File: src/hdl/cfg_bank_params.svh
// Constants for the configuration register bank and its serial port
`ifndef CFG_BANK_PARAMS_SVH
`define CFG_BANK_PARAMS_SVH
`define FRAME_BITS        32
`define FRAME_COUNT_W     6
`define RW_BIT            31
`define ID_HI             30
`define ID_LO             24
`define ID_CONTROL_MASK   7'h01
`define ID_BATTERY_SHORT  7'h02
`define ID_VERSION        7'h00
`define MODE_HI           23
`define MODE_LO           16
`define FMASK_HI          15
`define FMASK_LO          8
`define RESET_MASK_BIT    7
`define ENABLE_MASK_BIT   6
`define TIMER_HI          5
`define TIMER_LO          4
`define CONTROL_RESET     24'h000000
`define CONTROL_KEEP      24'hfffff0
`define BATTERY_RESET     24'hffffff
// Version word content is arbitrary, it names no real part
`define VERSION_DATA      24'h5a0000
`define SB_THR_TOP        22
`define SB_RETRY_TOP      18
`define SB_STRIDE         6
`endif

File: src/hdl/cfg_bank_pkg.sv
// Types shared by the configuration register bank
package cfg_bank_pkg;
    typedef enum logic [1:0] {
        timer_div128_n10 = 2'b00,
        timer_div192_n10 = 2'b01,
        timer_div128_n2  = 2'b10,
        timer_div256_n10 = 2'b11
    } diag_timer_t;
    typedef enum logic [1:0] {
        sb_0v7 = 2'b00,
        sb_0v9 = 2'b01,
        sb_1v1 = 2'b10,
        sb_1v3 = 2'b11
    } sb_threshold_t;
    typedef enum logic [1:0] {
        link_idle  = 2'b00,
        link_shift = 2'b01,
        link_done  = 2'b11
    } link_state_t;
endpackage

File: src/hdl/frame_if.sv
// Carrier between the serial shifter and the register bank
`timescale 1ns/1ps
`default_nettype none
interface frame_if;
    logic        frame_valid;
    logic [31:0] frame_rx;
    logic [31:0] frame_tx;
    logic        frame_start;
    modport shifter (output frame_valid, output frame_rx, output frame_start, input frame_tx);
    modport bank    (input frame_valid, input frame_rx, input frame_start, output frame_tx);
endinterface
`default_nettype wire

File: src/hdl/serial_shifter.sv
// Serial shift register: synchronises link pins, frames 32-bit messages
`timescale 1ns/1ps
`default_nettype none
`include "cfg_bank_params.svh"
module serial_shifter
    import cfg_bank_pkg::*;
(
    input  wire logic clk,
    input  wire logic reset,
    input  wire logic sck,
    input  wire logic cs_n,
    input  wire logic sdi,
    output logic      sdo,
    output logic      sdo_oe_n,
    frame_if.shifter  fr
);
    logic [1:0] sck_sync;
    logic [1:0] cs_sync;
    logic [1:0] sdi_sync;
    logic       sck_prev;
    logic [31:0] shift_in;
    logic [31:0] shift_out;
    logic [`FRAME_COUNT_W-1:0] bit_count;
    link_state_t state;
    logic sck_rise;
    logic cs_low;

    always_ff @(posedge clk) begin
        sck_sync <= {sck_sync[0], sck};
        cs_sync  <= {cs_sync[0], cs_n};
        sdi_sync <= {sdi_sync[0], sdi};
        sck_prev <= sck_sync[1];
    end

    assign sck_rise = sck_sync[1] & ~sck_prev;
    assign cs_low   = ~cs_sync[1];

    always_ff @(posedge clk) begin
        if (reset) begin
            state       <= link_idle;
            bit_count   <= '0;
            shift_in    <= '0;
            shift_out   <= '0;
            sdo         <= 1'b0;
            sdo_oe_n    <= 1'b1;
            fr.frame_valid <= 1'b0;
            fr.frame_start <= 1'b0;
            fr.frame_rx <= '0;
        end else begin
            fr.frame_valid <= 1'b0;
            fr.frame_start <= 1'b0;
            case (state)
                link_idle: begin
                    sdo_oe_n <= 1'b1;
                    if (cs_low) begin
                        state     <= link_shift;
                        bit_count <= '0;
                        shift_out <= fr.frame_tx;
                        sdo       <= fr.frame_tx[`FRAME_BITS-1];
                        sdo_oe_n  <= 1'b0;
                        fr.frame_start <= 1'b1;
                    end
                end
                link_shift: begin
                    if (!cs_low) begin
                        // Only exactly 32 clocks make a valid message
                        if (bit_count == 6'(`FRAME_BITS)) begin
                            fr.frame_valid <= 1'b1;
                            fr.frame_rx    <= shift_in;
                        end
                        state    <= link_idle;
                        sdo_oe_n <= 1'b1;
                    end else if (sck_rise) begin
                        shift_in  <= {shift_in[30:0], sdi_sync[1]};
                        shift_out <= {shift_out[30:0], 1'b0};
                        sdo       <= shift_out[30];
                        if (bit_count != 6'h3f) begin
                            bit_count <= bit_count + 6'h01;
                        end
                    end
                end
                default: state <= link_idle;
            endcase
        end
    end
endmodule // serial_shifter
`default_nettype wire

File: src/hdl/cfg_bank.sv
// Control-mode, fault-mask and battery-short configuration bank
// How it works
// - Identifier 0000001 reads and writes the control-mode and fault-mask register.
// - Bits 23:16 are per-channel mode bits, channel 0 at bit 23, zero (current control) at reset.
// - Bits 15:8 are per-channel fault masks, channel 0 at bit 15; a set bit lets that channel's fault drive the fault pin.
// - Bit 7 set lets a low reset pin drive the fault pin; clear at reset.
// - Bit 6 set lets a low enable pin drive the fault pin; clear at reset.
// - Bits 5:4 pick the diagnostic divider and fault count, code 00 at reset.
// - Reading the control register returns every stored field in its written position.
// - Identifier 0000010 reads and writes the channel 0-3 battery-short register.
// - Each channel 0-3 has a two-bit threshold at 23:22, 17:16, 11:10, 5:4, reset to 11.
// - Each channel 0-3 has a four-bit retry field at 21:18, 15:12, 9:6, 3:0, reset to 1111.
// - Reading the battery-short register returns all stored fields in their written positions.
// - Bit 31 of a message is one for a write and zero for a read.
// - While enable is low, writes act as reads.
// - A message's response is shifted out during the next message.
// - On a read the received data bits are ignored and the response is the register content.
`timescale 1ns/1ps
`default_nettype none
`include "cfg_bank_params.svh"
module cfg_bank
    import cfg_bank_pkg::*;
(
    input  wire logic        clk,
    input  wire logic        reset,
    input  wire logic        sck,
    input  wire logic        cs_n,
    input  wire logic        sdi,
    input  wire logic        enable_pin,
    input  wire logic        reset_pin_n,
    input  wire logic [7:0]  channel_fault,
    output logic             sdo,
    output logic             sdo_oe_n,
    output logic             fault_out,
    output logic [7:0]       channel_control_select,
    output logic [1:0]       diagnostic_timer_select,
    output logic [7:0]       battery_short_threshold,
    output logic [15:0]      battery_short_retry_time
);
    frame_if fr ();
    logic [23:0] control_reg;
    logic [23:0] battery_reg;
    logic [31:0] response;
    logic [1:0]  enable_sync;
    logic [1:0]  rstpin_sync;
    logic [15:0] fault_sync;
    logic        write_ok;
    logic [6:0]  rx_id;
    logic [31:0] sdo_frame;

    serial_shifter u_shift (
        .clk      (clk),
        .reset    (reset),
        .sck      (sck),
        .cs_n     (cs_n),
        .sdi      (sdi),
        .sdo      (sdo),
        .sdo_oe_n (sdo_oe_n),
        .fr       (fr)
    );

    // Response word for a given register identifier
    function automatic logic [31:0] read_word(input logic [6:0] id,
                                              input logic [23:0] ctl,
                                              input logic [23:0] bat);
        case (id)
            `ID_CONTROL_MASK:  read_word = {1'b0, id, ctl & `CONTROL_KEEP};
            `ID_BATTERY_SHORT: read_word = {1'b0, id, bat};
            default:           read_word = {1'b0, `ID_VERSION, `VERSION_DATA};
        endcase
    endfunction

    // Packed fields carry channel 0 at the top, outputs want it at bit 0
    function automatic logic [7:0] reverse8(input logic [7:0] v);
        for (int i = 0; i < 8; i++) begin
            reverse8[i] = v[7 - i];
        end
    endfunction

    // Pins are asynchronous: two flops before any logic reads them
    always_ff @(posedge clk) begin
        enable_sync <= {enable_sync[0], enable_pin};
        rstpin_sync <= {rstpin_sync[0], reset_pin_n};
        fault_sync  <= {fault_sync[7:0], channel_fault};
    end

    // Enable low demotes a write to a read; the answer still goes out
    assign rx_id    = fr.frame_rx[`ID_HI:`ID_LO];
    assign write_ok = fr.frame_valid & fr.frame_rx[`RW_BIT] & enable_sync[1];

    always_ff @(posedge clk) begin
        if (reset) begin
            control_reg <= `CONTROL_RESET;
        end else if (write_ok && rx_id == `ID_CONTROL_MASK) begin
            control_reg <= fr.frame_rx[23:0] & `CONTROL_KEEP;
        end
    end

    always_ff @(posedge clk) begin
        if (reset) begin
            battery_reg <= `BATTERY_RESET;
        end else if (write_ok && rx_id == `ID_BATTERY_SHORT) begin
            battery_reg <= fr.frame_rx[23:0];
        end
    end

    // Latch after the write lands so a write returns the new contents
    logic       pending;
    logic [6:0] pending_id;
    always_ff @(posedge clk) begin
        if (reset) begin
            pending    <= 1'b0;
            pending_id <= `ID_VERSION;
            response   <= {1'b0, `ID_VERSION, `VERSION_DATA};
        end else begin
            pending <= fr.frame_valid;
            if (fr.frame_valid) begin
                pending_id <= rx_id;
            end
            if (pending) begin
                response <= read_word(pending_id, control_reg, battery_reg);
            end
        end
    end
    assign sdo_frame = response;
    assign fr.frame_tx = sdo_frame;

    // Fault pin lags the synchronised pins by one clock
    always_ff @(posedge clk) begin
        if (reset) begin
            fault_out <= 1'b0;
        end else begin
            fault_out <= |(fault_sync[15:8] & reverse8(control_reg[`FMASK_HI:`FMASK_LO]))
                       | (control_reg[`RESET_MASK_BIT] & ~rstpin_sync[1])
                       | (control_reg[`ENABLE_MASK_BIT] & ~enable_sync[1]);
        end
    end

    always_ff @(posedge clk) begin
        if (reset) begin
            channel_control_select   <= '0;
            diagnostic_timer_select  <= timer_div128_n10;
            battery_short_threshold  <= '1;
            battery_short_retry_time <= '1;
        end else begin
            // Outputs indexed by channel, bit 0 is channel 0
            channel_control_select   <= reverse8(control_reg[`MODE_HI:`MODE_LO]);
            diagnostic_timer_select  <= control_reg[`TIMER_HI:`TIMER_LO];
            for (int ch = 0; ch < 4; ch++) begin
                battery_short_threshold[2*ch +: 2]  <= battery_reg[`SB_THR_TOP - `SB_STRIDE*ch +: 2];
                battery_short_retry_time[4*ch +: 4] <= battery_reg[`SB_RETRY_TOP - `SB_STRIDE*ch +: 4];
            end
        end
    end

    // Stored fields and fault pin one clock behind their causes, answer word two clocks behind the message
    mode_reset_a: assert property (@(posedge clk) $fell(reset) |-> channel_control_select == 8'h00)
        else $error("mode outputs not cleared by reset");
    ctl_write_a: assert property (@(posedge clk) disable iff (reset)
        write_ok && rx_id == `ID_CONTROL_MASK |=> control_reg == ($past(fr.frame_rx[23:0]) & `CONTROL_KEEP))
        else $error("control write not stored");
    ctl_hold_a: assert property (@(posedge clk) disable iff (reset)
        !(write_ok && rx_id == `ID_CONTROL_MASK) |=> $stable(control_reg))
        else $error("control register changed without a write");
    unused_zero_a: assert property (@(posedge clk) disable iff (reset) control_reg[3:0] == 4'h0)
        else $error("unused bits not zero");
    bat_write_a: assert property (@(posedge clk) disable iff (reset)
        write_ok && rx_id == `ID_BATTERY_SHORT |=> battery_reg == $past(fr.frame_rx[23:0]))
        else $error("battery write not stored");
    bat_hold_a: assert property (@(posedge clk) disable iff (reset)
        !(write_ok && rx_id == `ID_BATTERY_SHORT) |=> $stable(battery_reg))
        else $error("battery register changed without a write");
    enable_block_a: assert property (@(posedge clk) disable iff (reset)
        !enable_sync[1] |=> $stable(control_reg) && $stable(battery_reg))
        else $error("write taken while enable low");
    read_ignore_a: assert property (@(posedge clk) disable iff (reset)
        fr.frame_valid && !fr.frame_rx[`RW_BIT] |=> $stable(control_reg) && $stable(battery_reg))
        else $error("read message changed a register");
    mode_map_a: assert property (@(posedge clk) disable iff (reset)
        channel_control_select[0] == $past(control_reg[`MODE_HI])
            && channel_control_select[7] == $past(control_reg[`MODE_LO]))
        else $error("mode outputs not in channel order");
    timer_map_a: assert property (@(posedge clk) disable iff (reset)
        diagnostic_timer_select == $past(control_reg[`TIMER_HI:`TIMER_LO]))
        else $error("timer output does not follow register");
    thr_map_a: assert property (@(posedge clk) disable iff (reset)
        battery_short_threshold[1:0] == $past(battery_reg[23:22])
            && battery_short_threshold[7:6] == $past(battery_reg[5:4]))
        else $error("threshold outputs not in channel order");
    retry_map_a: assert property (@(posedge clk) disable iff (reset)
        battery_short_retry_time[3:0] == $past(battery_reg[21:18])
            && battery_short_retry_time[15:12] == $past(battery_reg[3:0]))
        else $error("retry outputs not in channel order");
    resp_top_a: assert property (@(posedge clk) disable iff (reset) response[31] == 1'b0)
        else $error("response bit 31 set");
    resp_ctl_a: assert property (@(posedge clk) disable iff (reset)
        fr.frame_valid && rx_id == `ID_CONTROL_MASK |-> ##2 response == {1'b0, `ID_CONTROL_MASK, control_reg})
        else $error("control readback wrong");
    resp_bat_a: assert property (@(posedge clk) disable iff (reset)
        fr.frame_valid && rx_id == `ID_BATTERY_SHORT |-> ##2 response == {1'b0, `ID_BATTERY_SHORT, battery_reg})
        else $error("battery readback wrong");
    resp_unknown_a: assert property (@(posedge clk) disable iff (reset)
        fr.frame_valid && rx_id != `ID_CONTROL_MASK && rx_id != `ID_BATTERY_SHORT
            |-> ##2 response == {1'b0, `ID_VERSION, `VERSION_DATA})
        else $error("unknown identifier answer wrong");
    fault_enable_a: assert property (@(posedge clk) disable iff (reset)
        control_reg[`ENABLE_MASK_BIT] && !enable_sync[1] |=> fault_out)
        else $error("enable low did not raise fault");
    fault_reset_a: assert property (@(posedge clk) disable iff (reset)
        control_reg[`RESET_MASK_BIT] && !rstpin_sync[1] |=> fault_out)
        else $error("reset pin low did not raise fault");
    fault_chan_a: assert property (@(posedge clk) disable iff (reset)
        control_reg[`FMASK_HI] && fault_sync[8] |=> fault_out)
        else $error("channel 0 fault did not raise fault");
    fault_quiet_a: assert property (@(posedge clk) disable iff (reset)
        control_reg[`FMASK_HI:`ENABLE_MASK_BIT] == 10'h000 |=> !fault_out)
        else $error("fault raised with all masks clear");

    ctl_write_c: cover property (@(posedge clk) write_ok && rx_id == `ID_CONTROL_MASK);
    bat_write_c: cover property (@(posedge clk) write_ok && rx_id == `ID_BATTERY_SHORT);
    blocked_write_c: cover property (@(posedge clk) fr.frame_valid && fr.frame_rx[`RW_BIT] && !enable_sync[1]);
    fault_raise_c: cover property (@(posedge clk) $rose(fault_out));
    frame_start_c: cover property (@(posedge clk) fr.frame_start);
endmodule // cfg_bank
`default_nettype wire

File: config.mk
export PLATFORM = sky130hd
export DESIGN_NAME = cfg_bank
export DESIGN_NICKNAME = d
export VERILOG_FILES = /design/src/hdl/cfg_bank_pkg.sv /design/src/hdl/frame_if.sv /design/src/hdl/serial_shifter.sv /design/src/hdl/cfg_bank.sv
export VERILOG_INCLUDE_DIRS = /design/src /design/src/hdl
export SDC_FILE = /design/constraint.sdc
export NUM_CORES = 1
export LEC_CHECK = 0
export BUFFER_PORTS_ARGS = -buffer_cell sky130_fd_sc_hd__buf_2
export CORE_AREA = 10 10 139 141
export DETAILED_ROUTE_END_ITERATION = 10
export DIE_AREA = 0 0 149 151
export PLACE_DENSITY = 0.76
export SYNTH_ARGS = -nofsm -noshare
export SYNTH_HDL_FRONTEND = slang
export SYNTH_SLANG_ARGS = --single-unit
export TNS_END_PERCENT = 20
File: constraint.sdc
create_clock -name clk -period 1.9 [get_ports clk]
set_clock_uncertainty 0.15 [all_clocks]
set_input_delay 0 -clock clk [delete_from_list [all_inputs] [get_ports clk]]
set_output_delay 0 -clock clk [all_outputs]
set_load 0.05 [all_outputs]
# Yosys cells after proc, flatten, opt, wreduce, memory -nomap -nowiden
# Index checks and enable logic that the tools add are counted.
# totals
reg_bits	251
output_inout_bits	37
# op_classes
reduce_logical	12
addsub	1
bitwise_logic	13
n_eq_ne	12
muxes	21
# ops
operator	count
$pmux 31 s2	2
$mux 31	3
$mux 6	4
$eq 7x1->1 const B	2
$eq 7x2->1 const B	2
$pmux 6 s2	1
$and 8x8->8	1
$reduce_or 8->1	1
$add 6x1->6 const B	1
$eq 6x6->1 const B	1
$mux 1	6
$ne 2x1->1 const B	3
$ne 6x6->1 const B	1
$reduce_and 3->1	2
$and 1x1->1	5
$not 1->1	5
$reduce_and 5->1	1
$mux 2	2
$ne 2x2->1 const B	2
$pmux 1 s2	2
$pmux 2 s2	1
$reduce_and 2->1	2
$reduce_and 4->1	1
$reduce_or 3->1	1
5 further kinds	7

# Logic depth before layout (Yosys ltp)
# logic_depth
depth_word	5
depth_mapped	8
mapped_depth_nobuf	6

# Hierarchy
# A second synthesis with hierarchy kept.
# unflattened
cells_unflattened	908
area_unflattened_um2	8831.0
# modules_own_cells
module	instances	area_each_um2	cells_per_inst
cfg_bank	1	4573.1	416
serial_shifter	1	4257.8	492

# Least setup slack after synthesis
# No wires, ideal clock.
# synth_path
path_kind	register to register
startpoint	reg u_shift.state[0]
endpoint	reg u_shift.shift_out[10]
setup_slack_ns	0.052
arrival_ns	1.613
n_path_buf	2
synth_period_minus_slack_ns	1.848
setup_ns	0.086
path_stages_with_launch	8
required_time_ns	1.664
cell_sequence	dfxtp_1 -> buf_2 -> inv_1 -> ha_1 -> a211oi_2 -> buf_2 -> nor2_1 -> a211oi_1
# synth_between
elab_chain_cells	3
# synth_lines
element	line	rtl
start, declared	serial_shifter.sv:24	link_state_t state;
start signal, assigned	serial_shifter.sv:40	state <= link_idle;
start signal, assigned	serial_shifter.sv:56	state <= link_shift;
start signal, assigned	serial_shifter.sv:71	state <= link_idle;
$eq 2x1->1 or $logic_not 2->1 (tied branches)	serial_shifter.sv:52	case (state)
$ne 2x2->1 (no line), or another cell as far along	-	
$reduce_and 4->1 (no line)	-	
end signal, assigned	serial_shifter.sv:58	shift_out <= fr.frame_tx;
end signal, assigned	serial_shifter.sv:75	shift_out <= {shift_out[30:0], 1'b0};
end, declared	serial_shifter.sv:22	logic [31:0] shift_out;
# Several ways; a longest one is shown, not always the timed one.
# A chain may end at the register's enable or synchronous reset.

# Final worst setup path
# layout_path
startpoint	reg u_shift.state[0]
endpoint	reg u_shift.shift_out[2]
# Same word-level chain as after synthesis.

==> out/results.ini <==
[synthesis]
synth_nets=931
synthTopCellsByArea=dfxtp_1, nand2_1, mux2i_1
synthCells=910
syn_area_mm2=0.00857
synthDominantCellAreaShare=0.584
synth_top_area_cell=dfxtp_1
synth_seq_area_share=0.584
yosysUniqueCellTypes=44
ys_seq_elements=250
synth_warnings=0
syn_avg_cell_area_um2=9.41

[cells_and_area]
nets=1009
layout-drive-gt1-share=0.137
area_growth_pct=21.7
diodes=0
final_area_mm2=0.0104
fin_util=0.633
reg_top3=u_shift.fr.frame_rx x32, u_shift.shift_in x32

[floorplanning]
coreArea_mm2=0.0165
fp.dieH_um=151
fp.dieArea_mm2=0.0225
start_util=0.520
std_cell_rows=47
dieWidth_um=149
io_pins=52

[global_routing]
grt_max_degree=65
antenna_found_initial=0
grt_overflow=0
grt_pass1_vias=6361
grt_util_all_layers=0.165
grt_pass1_wl_um=31100

[route]
wl_per_cell_um=15.7
dr.first_iter.drc_count=426
vias_per_cell=5.25
postRouteAntennaNets=0
routed_wl_um=19200
post-route-drc-count=0
routed-via-count=6437
drtPass1Iterations=5

[pwr]
p_per_area_mw_per_mm2=1200
internal_power_uw=9530
p_switching_uw=3020
seq_power_share=0.456
power_frac_comb=0.115
p_sw_frac=0.241
p_leak_uw=0.00403
peakVddDrop_mv=0.760
pwr-share-clk=0.430
p_total_uw=12500

[place]
place_congestion=0.794
hpwl_um=11200
placed_area_mm2=0.00915
portBuffers=51

[clock_network]
clk-insertion-delay-late_ps=520
clk_pin_slew_ps=60
cts-buffers-inserted=26
numClockSinks=250
clock_tree.root_cell=clkbuf_16
htree_levels=1
clk_path_buf_depth=3
tritoncts=done

[worst_setup_path]
worstPathMaxFanout=16
cp-start-kind=flop
critPathKind=reg -> reg
rrSetupSlack_ps=50
worstSetupEndpointType=flop
timing.rr.start=u_shift.state[0]$_SDFFE_PP0P_
critical_path_arrival_ps=2130
crit_start=u_shift.state[0]$_SDFFE_PP0P_
cp.required_ps=2180
setup.worst_path.end=u_shift.shift_out[2]$_SDFFE_PP0P_
r2r_cells=7
reg2reg_to=u_shift.shift_out[2]$_SDFFE_PP0P_

[run]
maxCapViolCount=0

[timing]
worstMarginPinSlew_ps=646
slew_violations=0
min_period_ps=1850
rsz0062_at_grt=true
max_freq_mhz=542
setup_viol=0
relSlewSlack=0.570
min_period_over_period=0.972
hold_viol_final=0

[status]
status=complete, no violations

[worst_hold_path]
hold_class=reg -> reg

[critical path, cell delays in order, from the launching register on]
cell	delay [ps]
dfxtp_4	400
inv_1	110
ha_1	250
a211oi_4	220
buf_4	170
buf_6	200
nor2_1	60
a211oi_1	210
[cell usage after synthesis, drive strengths merged]
library cell and n:
dfxtp 250, nand2 165, a21oi 99, nor2 85, mux2i 59, clkbuf 36, a211oi 33, inv 33
nor3 32, buf 24, a22oi 17, nor2b 12, nand2b 8, ha 6, and2 5, nand3 5
a22o 4, o21ai 4, o22ai 4, a221oi 3, and4 3, nor4b 3, a41oi 2, and3 2
nand4 2, nand4b 2, or3 2, a21o 1, a31oi 1, nand3b 1, nor4 1, nor4bb 1
o211ai 1, o31ai 1, or2 1, or4b 1, xor2 1
[metal layers]
layer  up-vias  routed length, um  track usage
met1      3045               8430        0.204
met4         0                358       0.0554
met3        31               1050       0.0307
li1       3225                  -            -
met2       136               9360        0.285
met5         -                  0            0
[stage by stage]
step                      instances  hold slack, ps  TNS, ps  worst slack, ps
final                          1227             176        0             53.6
after global routing           1227             185     -461            -45.5
after CTS                      1223             178        0             12.9
after detailed placement       1149           -46.4        0             23.5
after global placement         1149           -48.1        0              132
after floorplan                 910            -122        0             51.8
[how the worst min path moves through the flow]
stage                                start                      to  slack [ps]  cells past startpoint
global route         fault_sync[5]$_DFF_P_  fault_sync[13]$_DFF_P_         190                      0
detailed placement             reset_pin_n  rstpin_sync[0]$_DFF_P_         -50                      1
floorplan                       enable_pin  enable_sync[0]$_DFF_P_        -120                      0
global placement          channel_fault[6]   fault_sync[6]$_DFF_P_         -50                      1
finish              enable_sync[0]$_DFF_P_  enable_sync[1]$_DFF_P_         180                      0
CTS                  fault_sync[5]$_DFF_P_  fault_sync[13]$_DFF_P_         180                      0
[area by class of cell]
cell class              count  area (um^2)
flip-flops and latches    250         5010
well taps                 220          275
fillers                  1344         6040
repair buffers            110          876
inverters                  33          124
clock inverters             9          161
clock buffers              38          777
multi-input cells         567         3200
[cell usage in the layout (no fill, tap or decap), types with 5 or more instances in the layout]
cell type,n
dfxtp_1,249
nand2_1,165
a21oi_1,99
nor2_1,85
mux2i_1,59
buf_2,50
inv_1,33
a211oi_1,30
nor3_1,29
clkbuf_16,28
dlygate4sd3_1,27
buf_4,23
a22oi_1,15
nor2b_1,12
nand2b_1,8
ha_1,6
clkbuf_8,6
buf_12,6
nand3_1,5
and2_1,5
clkbuf_1,5
[power groups by stage]
stage / Clock (uW) / Combinational (uW) / Sequential (uW)
CTS: 5470 / 1280 / 5710
finish: 5390 / 1440 / 5720
global placement: 0 / 1180 / 5810
global route: 5690 / 1570 / 5740
detailed placement: 0 / 1220 / 5820
floorplan: 0 / 925 / 5770
[timing repair]
action                                  4_1_cts  5_1_grt
pin swaps                                     0        1
gates resized for setup                       1        5
endpoints found under the hold margin       169        0
hold buffers                                 27        0
endpoints found under the setup margin        1       34
gates cloned                                  0        2
setup buffers                                 0        2
[logic make-up (layout without fill, tap and decap cells)]
family,Yosys count,in the layout,synth area share
AND/OR/NAND/NOR,331,331,0.170
flip-flops,250,250,0.584
AO/OA/AOI/OAI,170,170,0.122
buffers and inverters,93,190,0.0454
multiplexers,59,59,0.0689
adder cells (fa/ha/maj),6,6,0.00876
XOR/XNOR,1,1,0.00102
Power figures use the tool's default switching activity.
